===== config.mk =====
export PLATFORM = sky130hd
export DESIGN_NAME = gob_decode
export DESIGN_NICKNAME = d
export VERILOG_FILES = /design/src/core/gob_pkg.sv /design/src/core/gob_decode.sv
export SDC_FILE = /design/constraint.sdc
export NUM_CORES = 1
export LEC_CHECK = 0
export BUFFER_PORTS_ARGS = -buffer_cell sky130_fd_sc_hd__clkbuf_2
export CAP_MARGIN = 20
export CORE_UTILIZATION = 58
export DETAILED_ROUTE_END_ITERATION = 6
export PLACE_DENSITY = 0.83
export SLEW_MARGIN = 10
export SYNTH_ARGS = -nofsm -noshare
export SYNTH_HDL_FRONTEND = slang
export SYNTH_SLANG_ARGS = --single-unit

===== constraint.sdc =====
create_clock -name hclk -period 3.6 [get_ports hclk]
set_input_delay 0.72 -clock hclk [delete_from_list [all_inputs] [get_ports hclk]]
set_output_delay 0.72 -clock hclk [all_outputs]
set_load 0.05 [all_outputs]

===== src/core/gob_pkg.sv =====
package gob_pkg;

  // -------------------------------------------------------------------------
  // register indexes; byte address on the bus is four times the index
  // -------------------------------------------------------------------------
  localparam logic [7:0] OFF_PACK      = 8'h28;
  localparam logic [7:0] OFF_GAUGE     = 8'h29;
  localparam logic [7:0] OFF_MISC      = 8'h2a;
  localparam logic [7:0] OFF_CHECK_T   = 8'he4;
  localparam logic [7:0] OFF_SLP_THR   = 8'he5;
  localparam logic [7:0] OFF_SLP_TIME  = 8'he6;
  localparam logic [7:0] OFF_FAIL_LIM  = 8'he8;
  localparam logic [7:0] OFF_STATUS    = 8'hf0;
  localparam logic [7:0] OFF_INPUTS    = 8'hf4;

  // -------------------------------------------------------------------------
  // reset values
  // -------------------------------------------------------------------------
  localparam logic [7:0]  RST_PACK     = 8'h00;
  localparam logic [7:0]  RST_GAUGE    = 8'h00;
  localparam logic [7:0]  RST_MISC     = 8'h00;
  localparam logic [7:0]  RST_CHECK_T  = 8'h01;
  localparam logic [7:0]  RST_SLP_THR  = 8'h00;
  localparam logic [7:0]  RST_SLP_TIME = 8'h01;
  localparam logic [15:0] RST_FAIL_LIM = 16'hffff;

  // reserved bits held at zero
  localparam logic [7:0] GAUGE_WMASK  = 8'h7f;
  localparam logic [7:0] MISC_WMASK   = 8'hbf;

  // -------------------------------------------------------------------------
  // timing
  // -------------------------------------------------------------------------
  localparam int CLK_MHZ          = 250;
  localparam int SLEEP_IDLE_MS    = 2000;
  localparam int SLEEP_IDLE_CYC   = SLEEP_IDLE_MS * 1000 * CLK_MHZ;
  localparam int FET_DELAY_MS     = 1000;
  localparam int FET_DELAY_CYC    = FET_DELAY_MS * 1000 * CLK_MHZ;
  localparam int SEC_CYC          = 1000 * 1000 * CLK_MHZ;

  // -------------------------------------------------------------------------
  // decoded controls
  // -------------------------------------------------------------------------
  typedef enum logic [1:0] {GOB_LED3, GOB_LED4, GOB_LED5} gob_led_count_t;

  typedef struct packed {
    logic       display_relative;
    logic [2:0] led_count;
    logic       host_pec;
    logic       charger_pec;
    logic       broadcast_en;
    logic [2:0] cell_count;
    logic       capacity_sync_on_term;
    logic       independent_charger;
    logic       eod_compensation_enable;
    logic       eod_on_pack_voltage;
    logic       ov_on_highest_cell;
    logic       continuous_midrange_corr;
    logic       internal_temp;
    logic       precharge_fet_enable;
  } gob_ctrl_t;

  typedef struct packed {
    logic        haddr_sel;
    logic [7:0]  addr;
    logic        write;
  } gob_req_t;

endpackage


===== src/core/gob_decode.sv =====
`timescale 1ns/1ps
// What this block does
// - display bit picks relative or absolute charge
// - led field: 01 three, 10 four, else five
// - host pec bit adds pec to alarms
// - charger pec bit adds pec to broadcasts
// - inhibit bit blocks broadcasts, mode cannot override
// - cell field: 11 four cells, 10 three
// - sync bit loads capacity at charge termination
// - charger type bit picks learning optimisation
// - compensation bit computes or fixes eod thresholds
// - eod basis: lowest cell or pack voltage
// - overvoltage basis: pack or highest cell times count
// - continuous midrange correction enable
// - one midrange correction after each reset
// - integrity check period, flag after fail limit
// - sleep current threshold in half milliamps
// - sleep wake period in half seconds
// - temp source bit picks internal sensor
// - integrity fail drives safe output if enabled
// - sleep after bus low two seconds unless disabled
// - overtemp kills charge fet, discharge if enabled
// - leds while charging only if enabled
// - precharge fet control only when enabled
// - optional one second fet action delay
module gob_decode
  import gob_pkg::*;
#(
  parameter int SLEEP_IDLE_CYCLES = gob_pkg::SLEEP_IDLE_CYC,
  parameter int FET_DELAY_CYCLES  = gob_pkg::FET_DELAY_CYC,
  parameter int SECOND_CYCLES     = gob_pkg::SEC_CYC
) (
  // clock and reset
  input  wire logic              hclk,
  input  wire logic              hresetn,
  // ahb-lite slave
  input  wire logic              hsel,
  input  wire logic [31:0]       haddr,
  input  wire logic [1:0]        htrans,
  input  wire logic              hwrite,
  input  wire logic [2:0]        hsize,
  input  wire logic [31:0]       hwdata,
  input  wire logic              hready,
  output logic [31:0]            hrdata,
  output logic                   hreadyout,
  output logic                   hresp,
  // smbus line levels
  input  wire logic              smb_clk_in,
  input  wire logic              smb_data_in,
  // gauge events and state
  input  wire logic              charge_term_event,
  input  wire logic              integrity_fail_event,
  input  wire logic              overtemp,
  input  wire logic              discharging,
  input  wire logic              fet_chg_req,
  input  wire logic              fet_dsg_req,
  input  wire logic              precharge_req,
  // decoded controls
  output gob_pkg::gob_ctrl_t     ctrl,
  output logic                   load_capacity,
  output logic                   one_time_corr,
  output logic                   integrity_check_tick,
  output logic                   integrity_fail_flag,
  output logic                   safe_out,
  output logic                   sleep_mode,
  output logic [7:0]             sleep_current_units,
  output logic [8:0]             wake_period_halfsec,
  output logic                   led_enable,
  output logic                   chg_fet_on,
  output logic                   dsg_fet_on,
  output logic                   precharge_fet_on
);
  import gob_pkg::*;

  if (SLEEP_IDLE_CYCLES < 1 || FET_DELAY_CYCLES < 1 || SECOND_CYCLES < 1) begin : g_bad_cfg
    $error("gob_decode: cycle counts must be positive");
  end

  // -------------------------------------------------------------------------
  // bus slave
  // -------------------------------------------------------------------------
  logic [7:0]  pack_feature_bits;
  logic [7:0]  gauge_feature_bits;
  logic [7:0]  misc_feature_bits;
  logic [7:0]  check_period;
  logic [7:0]  sleep_thresh;
  logic [7:0]  sleep_time;
  logic [15:0] fail_limit;
  logic        wr_pend;
  logic [7:0]  wr_addr;

  // zero-wait slave; only word accesses matter, all answers okay
  assign hreadyout = 1'b1;
  assign hresp     = 1'b0;

  always_ff @(posedge hclk or negedge hresetn) begin
    if (!hresetn) begin
      wr_pend <= 1'b0;
      wr_addr <= 8'h00;
    end else if (hready) begin
      wr_pend <= hsel && htrans[1] && hwrite;
      wr_addr <= haddr[9:2];
    end
  end

  always_ff @(posedge hclk or negedge hresetn) begin
    if (!hresetn) begin
      pack_feature_bits  <= RST_PACK;
      gauge_feature_bits <= RST_GAUGE;
      misc_feature_bits  <= RST_MISC;
      check_period       <= RST_CHECK_T;
      sleep_thresh       <= RST_SLP_THR;
      sleep_time         <= RST_SLP_TIME;
      fail_limit         <= RST_FAIL_LIM;
    end else if (wr_pend) begin
      case (wr_addr)
        OFF_PACK:     pack_feature_bits  <= hwdata[7:0];
        OFF_GAUGE:    gauge_feature_bits <= hwdata[7:0] & GAUGE_WMASK;
        OFF_MISC:     misc_feature_bits  <= hwdata[7:0] & MISC_WMASK;
        OFF_CHECK_T:  check_period       <= hwdata[7:0];
        OFF_SLP_THR:  sleep_thresh       <= hwdata[7:0];
        OFF_SLP_TIME: sleep_time         <= hwdata[7:0];
        OFF_FAIL_LIM: fail_limit         <= hwdata[15:0];
        default: ;
      endcase
    end
  end

  logic [7:0]  rd_addr;
  logic [31:0] rd_mux;
  logic        smb_clk_s;
  logic        smb_data_s;

  assign rd_addr = haddr[9:2];

  always_comb begin
    case (rd_addr)
      OFF_PACK:     rd_mux = {24'h000000, pack_feature_bits};
      OFF_GAUGE:    rd_mux = {24'h000000, gauge_feature_bits};
      OFF_MISC:     rd_mux = {24'h000000, misc_feature_bits};
      OFF_CHECK_T:  rd_mux = {24'h000000, check_period};
      OFF_SLP_THR:  rd_mux = {24'h000000, sleep_thresh};
      OFF_SLP_TIME: rd_mux = {24'h000000, sleep_time};
      OFF_FAIL_LIM: rd_mux = {16'h0000, fail_limit};
      OFF_STATUS:   rd_mux = {29'h00000000, one_time_corr, sleep_mode, integrity_fail_flag};
      OFF_INPUTS:   rd_mux = {30'h00000000, smb_data_s, smb_clk_s};
      default:      rd_mux = 32'h00000000;
    endcase
  end

  // read data flopped at the address phase so it stands through the data phase
  // limitation: a read issued during a write data phase to the same register sees old data
  always_ff @(posedge hclk or negedge hresetn) begin
    if (!hresetn) begin
      hrdata <= 32'h00000000;
    end else if (hready && hsel && htrans[1] && !hwrite) begin
      hrdata <= rd_mux;
    end
  end

  // -------------------------------------------------------------------------
  // option decode
  // -------------------------------------------------------------------------
  always_comb begin
    ctrl.display_relative = pack_feature_bits[7];
    case (pack_feature_bits[6:5])
      2'h1:    ctrl.led_count = 3'h3;
      2'h2:    ctrl.led_count = 3'h4;
      default: ctrl.led_count = 3'h5;
    endcase
    ctrl.broadcast_en = !pack_feature_bits[2];
    ctrl.host_pec    = pack_feature_bits[4] && ctrl.broadcast_en;
    ctrl.charger_pec = pack_feature_bits[3] && ctrl.broadcast_en;
    case (pack_feature_bits[1:0])
      2'h3:    ctrl.cell_count = 3'h4;
      default: ctrl.cell_count = 3'h3;
    endcase
    ctrl.capacity_sync_on_term    = gauge_feature_bits[6];
    ctrl.independent_charger      = gauge_feature_bits[5];
    ctrl.eod_compensation_enable  = gauge_feature_bits[4];
    ctrl.eod_on_pack_voltage      = gauge_feature_bits[3];
    ctrl.ov_on_highest_cell       = gauge_feature_bits[2];
    ctrl.continuous_midrange_corr = gauge_feature_bits[1];
    ctrl.internal_temp            = misc_feature_bits[7];
    ctrl.precharge_fet_enable     = misc_feature_bits[1];
  end

  assign load_capacity = charge_term_event && ctrl.capacity_sync_on_term;

  assign sleep_current_units = sleep_thresh;
  assign wake_period_halfsec = {1'b0, sleep_time};

  logic corr_done;
  always_ff @(posedge hclk or negedge hresetn) begin
    if (!hresetn) begin
      corr_done     <= 1'b0;
      one_time_corr <= 1'b0;
    end else begin
      // armed by each reset; options are written after reset, so wait for the bit
      corr_done     <= corr_done || gauge_feature_bits[0];
      one_time_corr <= !corr_done && gauge_feature_bits[0];
    end
  end

  // -------------------------------------------------------------------------
  // integrity check
  // -------------------------------------------------------------------------
  logic [31:0] sec_cnt;
  logic [7:0]  check_cnt;
  logic [15:0] fail_cnt;

  always_ff @(posedge hclk or negedge hresetn) begin
    if (!hresetn) begin
      sec_cnt              <= 32'h00000000;
      check_cnt            <= 8'h00;
      integrity_check_tick <= 1'b0;
    end else begin
      integrity_check_tick <= 1'b0;
      if (sec_cnt == 32'(SECOND_CYCLES - 1)) begin
        sec_cnt <= 32'h00000000;
        if (check_cnt + 8'h01 >= check_period) begin
          check_cnt            <= 8'h00;
          integrity_check_tick <= 1'b1;
        end else begin
          check_cnt <= check_cnt + 8'h01;
        end
      end else begin
        sec_cnt <= sec_cnt + 32'h00000001;
      end
    end
  end

  always_ff @(posedge hclk or negedge hresetn) begin
    if (!hresetn) begin
      fail_cnt            <= 16'h0000;
      integrity_fail_flag <= 1'b0;
    end else if (integrity_fail_event) begin
      if (fail_cnt != 16'hffff) begin
        fail_cnt <= fail_cnt + 16'h0001;
      end
      if (fail_cnt + 16'h0001 >= fail_limit) begin
        integrity_fail_flag <= 1'b1;
      end
    end
  end

  assign safe_out = integrity_fail_flag && misc_feature_bits[5];

  // -------------------------------------------------------------------------
  // sleep on bus idle
  // -------------------------------------------------------------------------
  logic [1:0]  clk_sync;
  logic [1:0]  dat_sync;
  logic [31:0] idle_cnt;

  always_ff @(posedge hclk or negedge hresetn) begin
    if (!hresetn) begin
      clk_sync <= 2'h3;
      dat_sync <= 2'h3;
    end else begin
      clk_sync <= {clk_sync[0], smb_clk_in};
      dat_sync <= {dat_sync[0], smb_data_in};
    end
  end
  assign smb_clk_s  = clk_sync[1];
  assign smb_data_s = dat_sync[1];

  always_ff @(posedge hclk or negedge hresetn) begin
    if (!hresetn) begin
      idle_cnt   <= 32'h00000000;
      sleep_mode <= 1'b0;
    end else if (smb_clk_s || smb_data_s || misc_feature_bits[4]) begin
      idle_cnt   <= 32'h00000000;
      sleep_mode <= 1'b0;
    end else if (idle_cnt >= 32'(SLEEP_IDLE_CYCLES - 1)) begin
      sleep_mode <= 1'b1;
    end else begin
      idle_cnt <= idle_cnt + 32'h00000001;
    end
  end

  assign led_enable = discharging || misc_feature_bits[2];

  // -------------------------------------------------------------------------
  // fet control
  // -------------------------------------------------------------------------
  logic        want_chg;
  logic        want_dsg;
  logic [31:0] dly_cnt;

  assign want_chg = fet_chg_req && !overtemp;
  assign want_dsg = fet_dsg_req && !(overtemp && misc_feature_bits[3]);

  always_ff @(posedge hclk or negedge hresetn) begin
    if (!hresetn) begin
      dly_cnt    <= 32'h00000000;
      chg_fet_on <= 1'b0;
      dsg_fet_on <= 1'b0;
    end else if (want_chg == chg_fet_on && want_dsg == dsg_fet_on) begin
      dly_cnt <= 32'h00000000;
    end else if (!misc_feature_bits[0] || dly_cnt >= 32'(FET_DELAY_CYCLES - 1)) begin
      dly_cnt    <= 32'h00000000;
      chg_fet_on <= want_chg;
      dsg_fet_on <= want_dsg;
    end else begin
      dly_cnt <= dly_cnt + 32'h00000001;
    end
  end

  always_ff @(posedge hclk or negedge hresetn) begin
    if (!hresetn) begin
      precharge_fet_on <= 1'b0;
    end else begin
      precharge_fet_on <= precharge_req && ctrl.precharge_fet_enable;
    end
  end

endmodule // gob_decode


Yosys cells after proc, flatten, opt, wreduce, memory -nomap -nowiden
Index checks and enable logic that the tools add are counted.
{"block": "classes", "add_sub_neg": 5, "order_cmp": 4, "n_eq_ne": 24, "mux": 13, "n_bitwise": 1, "n_reduce_logical": 37}
{"cell": "two-way mux 32 bit", "n": 5}
{"cell": "case mux 16 bit (9 select lines)", "n": 1}
{"cell": "adder 32 x 1 -> 32 bit, second input constant", "n": 3}
{"cell": "== test 8 bit, second input constant", "n": 10}
{"cell": "== test 8 x 6 -> 1 bit, second input constant", "n": 6}
{"cell": "== test 32 x 28 -> 1 bit, second input constant", "n": 1}
{"cell": "greater-or-equal comparator 32 x 28 -> 1 bit, second input constant", "n": 1}
{"cell": "greater-or-equal comparator 32 x 29 -> 1 bit, second input constant", "n": 1}
{"cell": "AND reduction 2 bit", "n": 10}
{"cell": "adder 16 x 1 -> 16 bit, second input constant", "n": 1}
{"cell": "greater-or-equal comparator 16 bit", "n": 1}
{"cell": "inequality test 16 bit, second input constant", "n": 1}
{"cell": "logical AND 1 bit", "n": 15}
{"cell": "adder 8 x 1 -> 8 bit, second input constant", "n": 1}
{"cell": "greater-or-equal comparator 8 bit", "n": 1}
{"cell": "two-way mux 8 bit", "n": 1}
{"cell": "logical NOT 1 bit", "n": 6}
{"cell": "case mux 3 bit (2 select lines)", "n": 1}
{"cell": "logical OR 1 bit", "n": 5}
{"cell": "== test 2 bit, second input constant", "n": 2}
{"cell": "two-way mux 1 bit", "n": 4}
{"cell": "two-way mux 3 bit", "n": 1}
{"cell": "== test 1 bit", "n": 2}
{"cell": "== test 2 x 1 -> 1 bit, second input constant", "n": 1}
{"cell": "3 further kinds", "n": 3}
{"block": "word_totals", "ff_bits": 235, "out_inout_bits": 79, "word_cells": 109}

Longest topological paths before layout
{"block": "logic_depth", "depth_word": 7, "depth_mapped": 12, "depth_no_buf": 12}

Worst setup path before layout
No wires, ideal clock.
{"block": "synth_timing", "path_type": "reg2reg", "startpoint": "reg fail_cnt[0]", "endpoint": "reg integrity_fail_flag", "setup_time_ns": 0.131, "arrival_ns": 2.631, "t_required_ns": 3.469, "setup_slack_ns": 0.837, "path_stages_with_launch": 12, "n_path_buf": 0, "synth_period_minus_slack_ns": 2.763, "cell_sequence": "dfrtp_1 > ha_1 > and3_1 > and3_1 > and3_1 > and3_1 > xor2_1 > ha_1 > a21o_1 > a211oi_1 > o22ai_1 > or3_1"}
{"block": "synth_between", "elab_chain_len": 3}
{"element": "start: declaration", "line_no": "gob_decode.sv:210", "text": "logic [15:0] fail_cnt;"}
{"element": "start signal: assignment", "line_no": "gob_decode.sv:239", "text": "fail_cnt <= fail_cnt + 16'h0001;"}
{"element": "adder 16 x 1 -> 16 bit", "line_no": "gob_decode.sv:241", "text": "if (fail_cnt + 16'h0001 >= fail_limit) begin"}
{"element": "greater-or-equal comparator 16 bit", "line_no": "gob_decode.sv:241"}
{"element": "AND reduction 2 bit (no source line)"}
{"element": "end signal: assignment", "line_no": "gob_decode.sv:236", "text": "integrity_fail_flag <= 1'b0;"}
{"element": "end signal: assignment", "line_no": "gob_decode.sv:242", "text": "integrity_fail_flag <= 1'b1;"}
{"element": "end: declaration", "line_no": "gob_decode.sv:63", "text": "output logic integrity_fail_flag,"}
Every way passes these cells.
A chain may end at the register's enable or synchronous reset.

Worst setup path after layout
Ends and elaborated chain as after synthesis.

==> impl_metrics.ini <==
[placement]
hpwl_mm = 17.6
placed_cells = 1457
gp_congestion = 0.877
io_buffer_count = 98
postPlaceCellArea_mm2 = 0.0119

[critical_path]
cp_max_fo = 5
slowest_stage = dfrtp_1
rr_worst_depth = 11
r2r-end = integrity_fail_flag
path_depth = 11
critPathLaunchType = flop
crit_arrival_ps = 3340
cp_top_family = simple AND/OR/NAND/NOR gates
critPathMaxStageDelay_ps = 420
crit_buf_inv = 0
setup.worst_path.end_class = flop
timing.rr.start = fail_cnt[0]
crit_required_ps = 4000
crit_type = flop to flop
crit_top_cell = and3_1
crit_chain = ha_1, and3_1, and3_1, and3_1, and3_1, xor2_1, ha_1, a21o_1, a211oi_1, o22ai_1, or3_1
rrSetupSlack_ps = 660

[final_layout]
finalNonFillerCells = 1501
antennaDiodeCount = 0
area_growth_pct = 12.9
fin_util = 0.672
fill_cells = 1417
fin_nets = 1335
fin_area_mm2 = 0.0127
drive_gt1_frac = 0.194

[synthesis]
synthMuxAreaShare = 0.0699
synth_edf_count = 0
yosys.cell_types.count = 62
synth-adder-area-share = 0.0324
synth_top_cell_area_share = 0.440
synth_compound_area_frac = 0.0858
syn_area_mm2 = 0.0112
synthTopCellsByArea = dfrtp_1 44%, dfstp_2 5.2%, mux2_2 5.0%, nand2_1 4.1%, xor2_1 3.9%
synth_ff_type = dfrtp_1
synth_top_family_by_area = simple AND/OR/NAND/NOR gates
synth_cells = 1127
syn_avg_cell_area_um2 = 9.95
yosys.area_share.xor_xnor = 0.0688
synth_area_leader_cell = dfrtp_1
ys_ff_latch = 219
synth_seq_area_share = 0.491
async_flop_share = 1.00
ys_warn_count = 0
yosys.area_share.simple = 0.203

[routing]
drt_first_pass_iters = 6
drcViolationCount = 0
drt_iter0_drc = 494
viasPerCell = 5.70
ant_nets = 0
num_vias = 8562
wirelength_mm = 25.0
wl_per_cell_um = 16.6

[pwr]
p_per_area_mw_per_mm2 = 448
power_leakage_nw = 5.91
peakVddDrop_mv = 0.323

[die]
dieArea_mm2 = 0.0199
fp.coreArea_mm2 = 0.0188
dieWidth_um = 141
std_cell_rows = 50
die_y_um = 141
start_util = 0.595
io_pins = 162

[clocking]
clock_path_buffers = 3
cts_max_level = 1
cts_root_buffer = clkbuf_16
ctsResizeCount = 0
cts.clk_slew.worst_paths_ps = 60
cts_buffers = 24
clkSinkCount = 219
cts_setup_buffers = 0
cts-hold-fix-buffers = 0
cts_tree = done
insertion_delay_ps = 520

[sta]
setup_viol = 0
hold_viol = 0
rsz0062_at_grt = false
fin_crit_sh = 0.817
finalClockSkew_ps = 13.1
finalCriticalPeriod_ps = 2940
timing.slew.headroom = 0.383
hold_ws_ps = 239
tns_ps = 0
slew_violations = 0
tightest_slew_ps = 926
max_freq_ghz = 0.340

[global_routing]
grtUsageTotal = 0.260
grt_pass1_vias = 8463
grt_pass1_wl_mm = 41.4
grt_max_degree = 100
overflow = 0
antenna_found_initial = 0

[run_status]
outcome = complete, no violations

[job]
cap_violations = 0

[hold_path]
hp-class = primary input to async pin
[cells in the final DEF, fill, tap and decap left out, drive strengths merged, types with 6 or more instances in the layout]
cell,count
a211oi,6
a21o,7
a21oi,41
a22o,8
and2,11
and3,25
buf,16
clkbuf,131
clkinv,8
conb,23
dfrtp,197
dfstp,22
ha,29
inv,43
mux2,50
mux2i,22
nand2,123
nand2b,11
nand3,57
nand4,22
nor2,106
nor2b,8
nor3,18
nor4,9
o21ai,58
o22ai,11
o31ai,7
or3,18
or4,14
xnor2,38
xor2,50
[stage by stage]
stage	setup WS [ps]	power, mW
2_1_floorplan	837	3.08
3_3_place_gp	707	3.23
3_5_place_dp	671	3.25
4_1_cts	663	5.71
5_1_grt	438	5.88
6_report	658	5.67
[layer usage]
metal / GRT usage / wire, um / vias up
li1: - / - / 4073
met5: 0 / 0 / -
met1: 0.332 / 10500 / 4178
met2: 0.450 / 12300 / 262
met4: 0.0721 / 586 / 0
met3: 0.0533 / 1590 / 49
[cell usage after synthesis, types with 23 or more instances]
cell type  number
a21oi_1        40
and3_1         24
buf_4          30
clkbuf_1       23
dfrtp_1       197
ha_1           29
inv_1          43
mux2_2         50
nand2_1       123
nand3_1        55
nor2_1        106
o21ai_0        58
xnor2_1        38
xor2_1         50
[flip-flops by register name (all words and copies together), names as in the netlist, 2 cells and up]
register / flops
check_cnt: 8
check_period: 8
clk_sync: 2
dat_sync: 2
dly_cnt: 32
fail_cnt: 16
fail_limit: 16
gauge_feature_bits: 7
hrdata: 16
idle_cnt: 32
misc_feature_bits: 7
pack_feature_bits: 8
sec_cnt: 32
sleep_current_units: 8
sleep_time: 8
wr_addr: 8
[power breakdown]
group          internal [mW]  switching (mW)  total [mW]
logic                  0.200           0.361       0.561
clock network           1.47           0.970        2.44
registers               2.56           0.102        2.66
total                   4.24            1.43        5.67
[how the worst max path moves through the flow]
stage | start | end | slack, ps
after floorplan | fail_cnt[0] | integrity_fail_flag | 840
after global placement | fail_cnt[0] | integrity_fail_flag | 710
after detailed placement | fail_cnt[0] | integrity_fail_flag | 670
after CTS | fail_cnt[0] | integrity_fail_flag | 660
after global routing | fail_cnt[0] | integrity_fail_flag | 440
final | fail_cnt[0] | integrity_fail_flag | 660
[logic make-up (layout without fill, tap and decap cells)]
group / after synthesis / count (layout)
buf+inv: 107 / 200
xor+xnor: 88 / 88
other cells: 2 / 23
compound gates: 159 / 159
simple gates: 451 / 451
fa+ha+maj: 29 / 29
flops: 219 / 219
mux: 72 / 72
[layout make-up]
type,count,area (um2),area share
well taps,260,325,0.0257
multi-input cells,822,5250,0.415
clock inverters,10,100,0.00791
inverters,43,161,0.0127
repair buffers,113,626,0.0494
clock buffers,34,689,0.0545
flip-flops and latches,219,5510,0.435
Note: power is estimated with default switching activity, not from simulation.
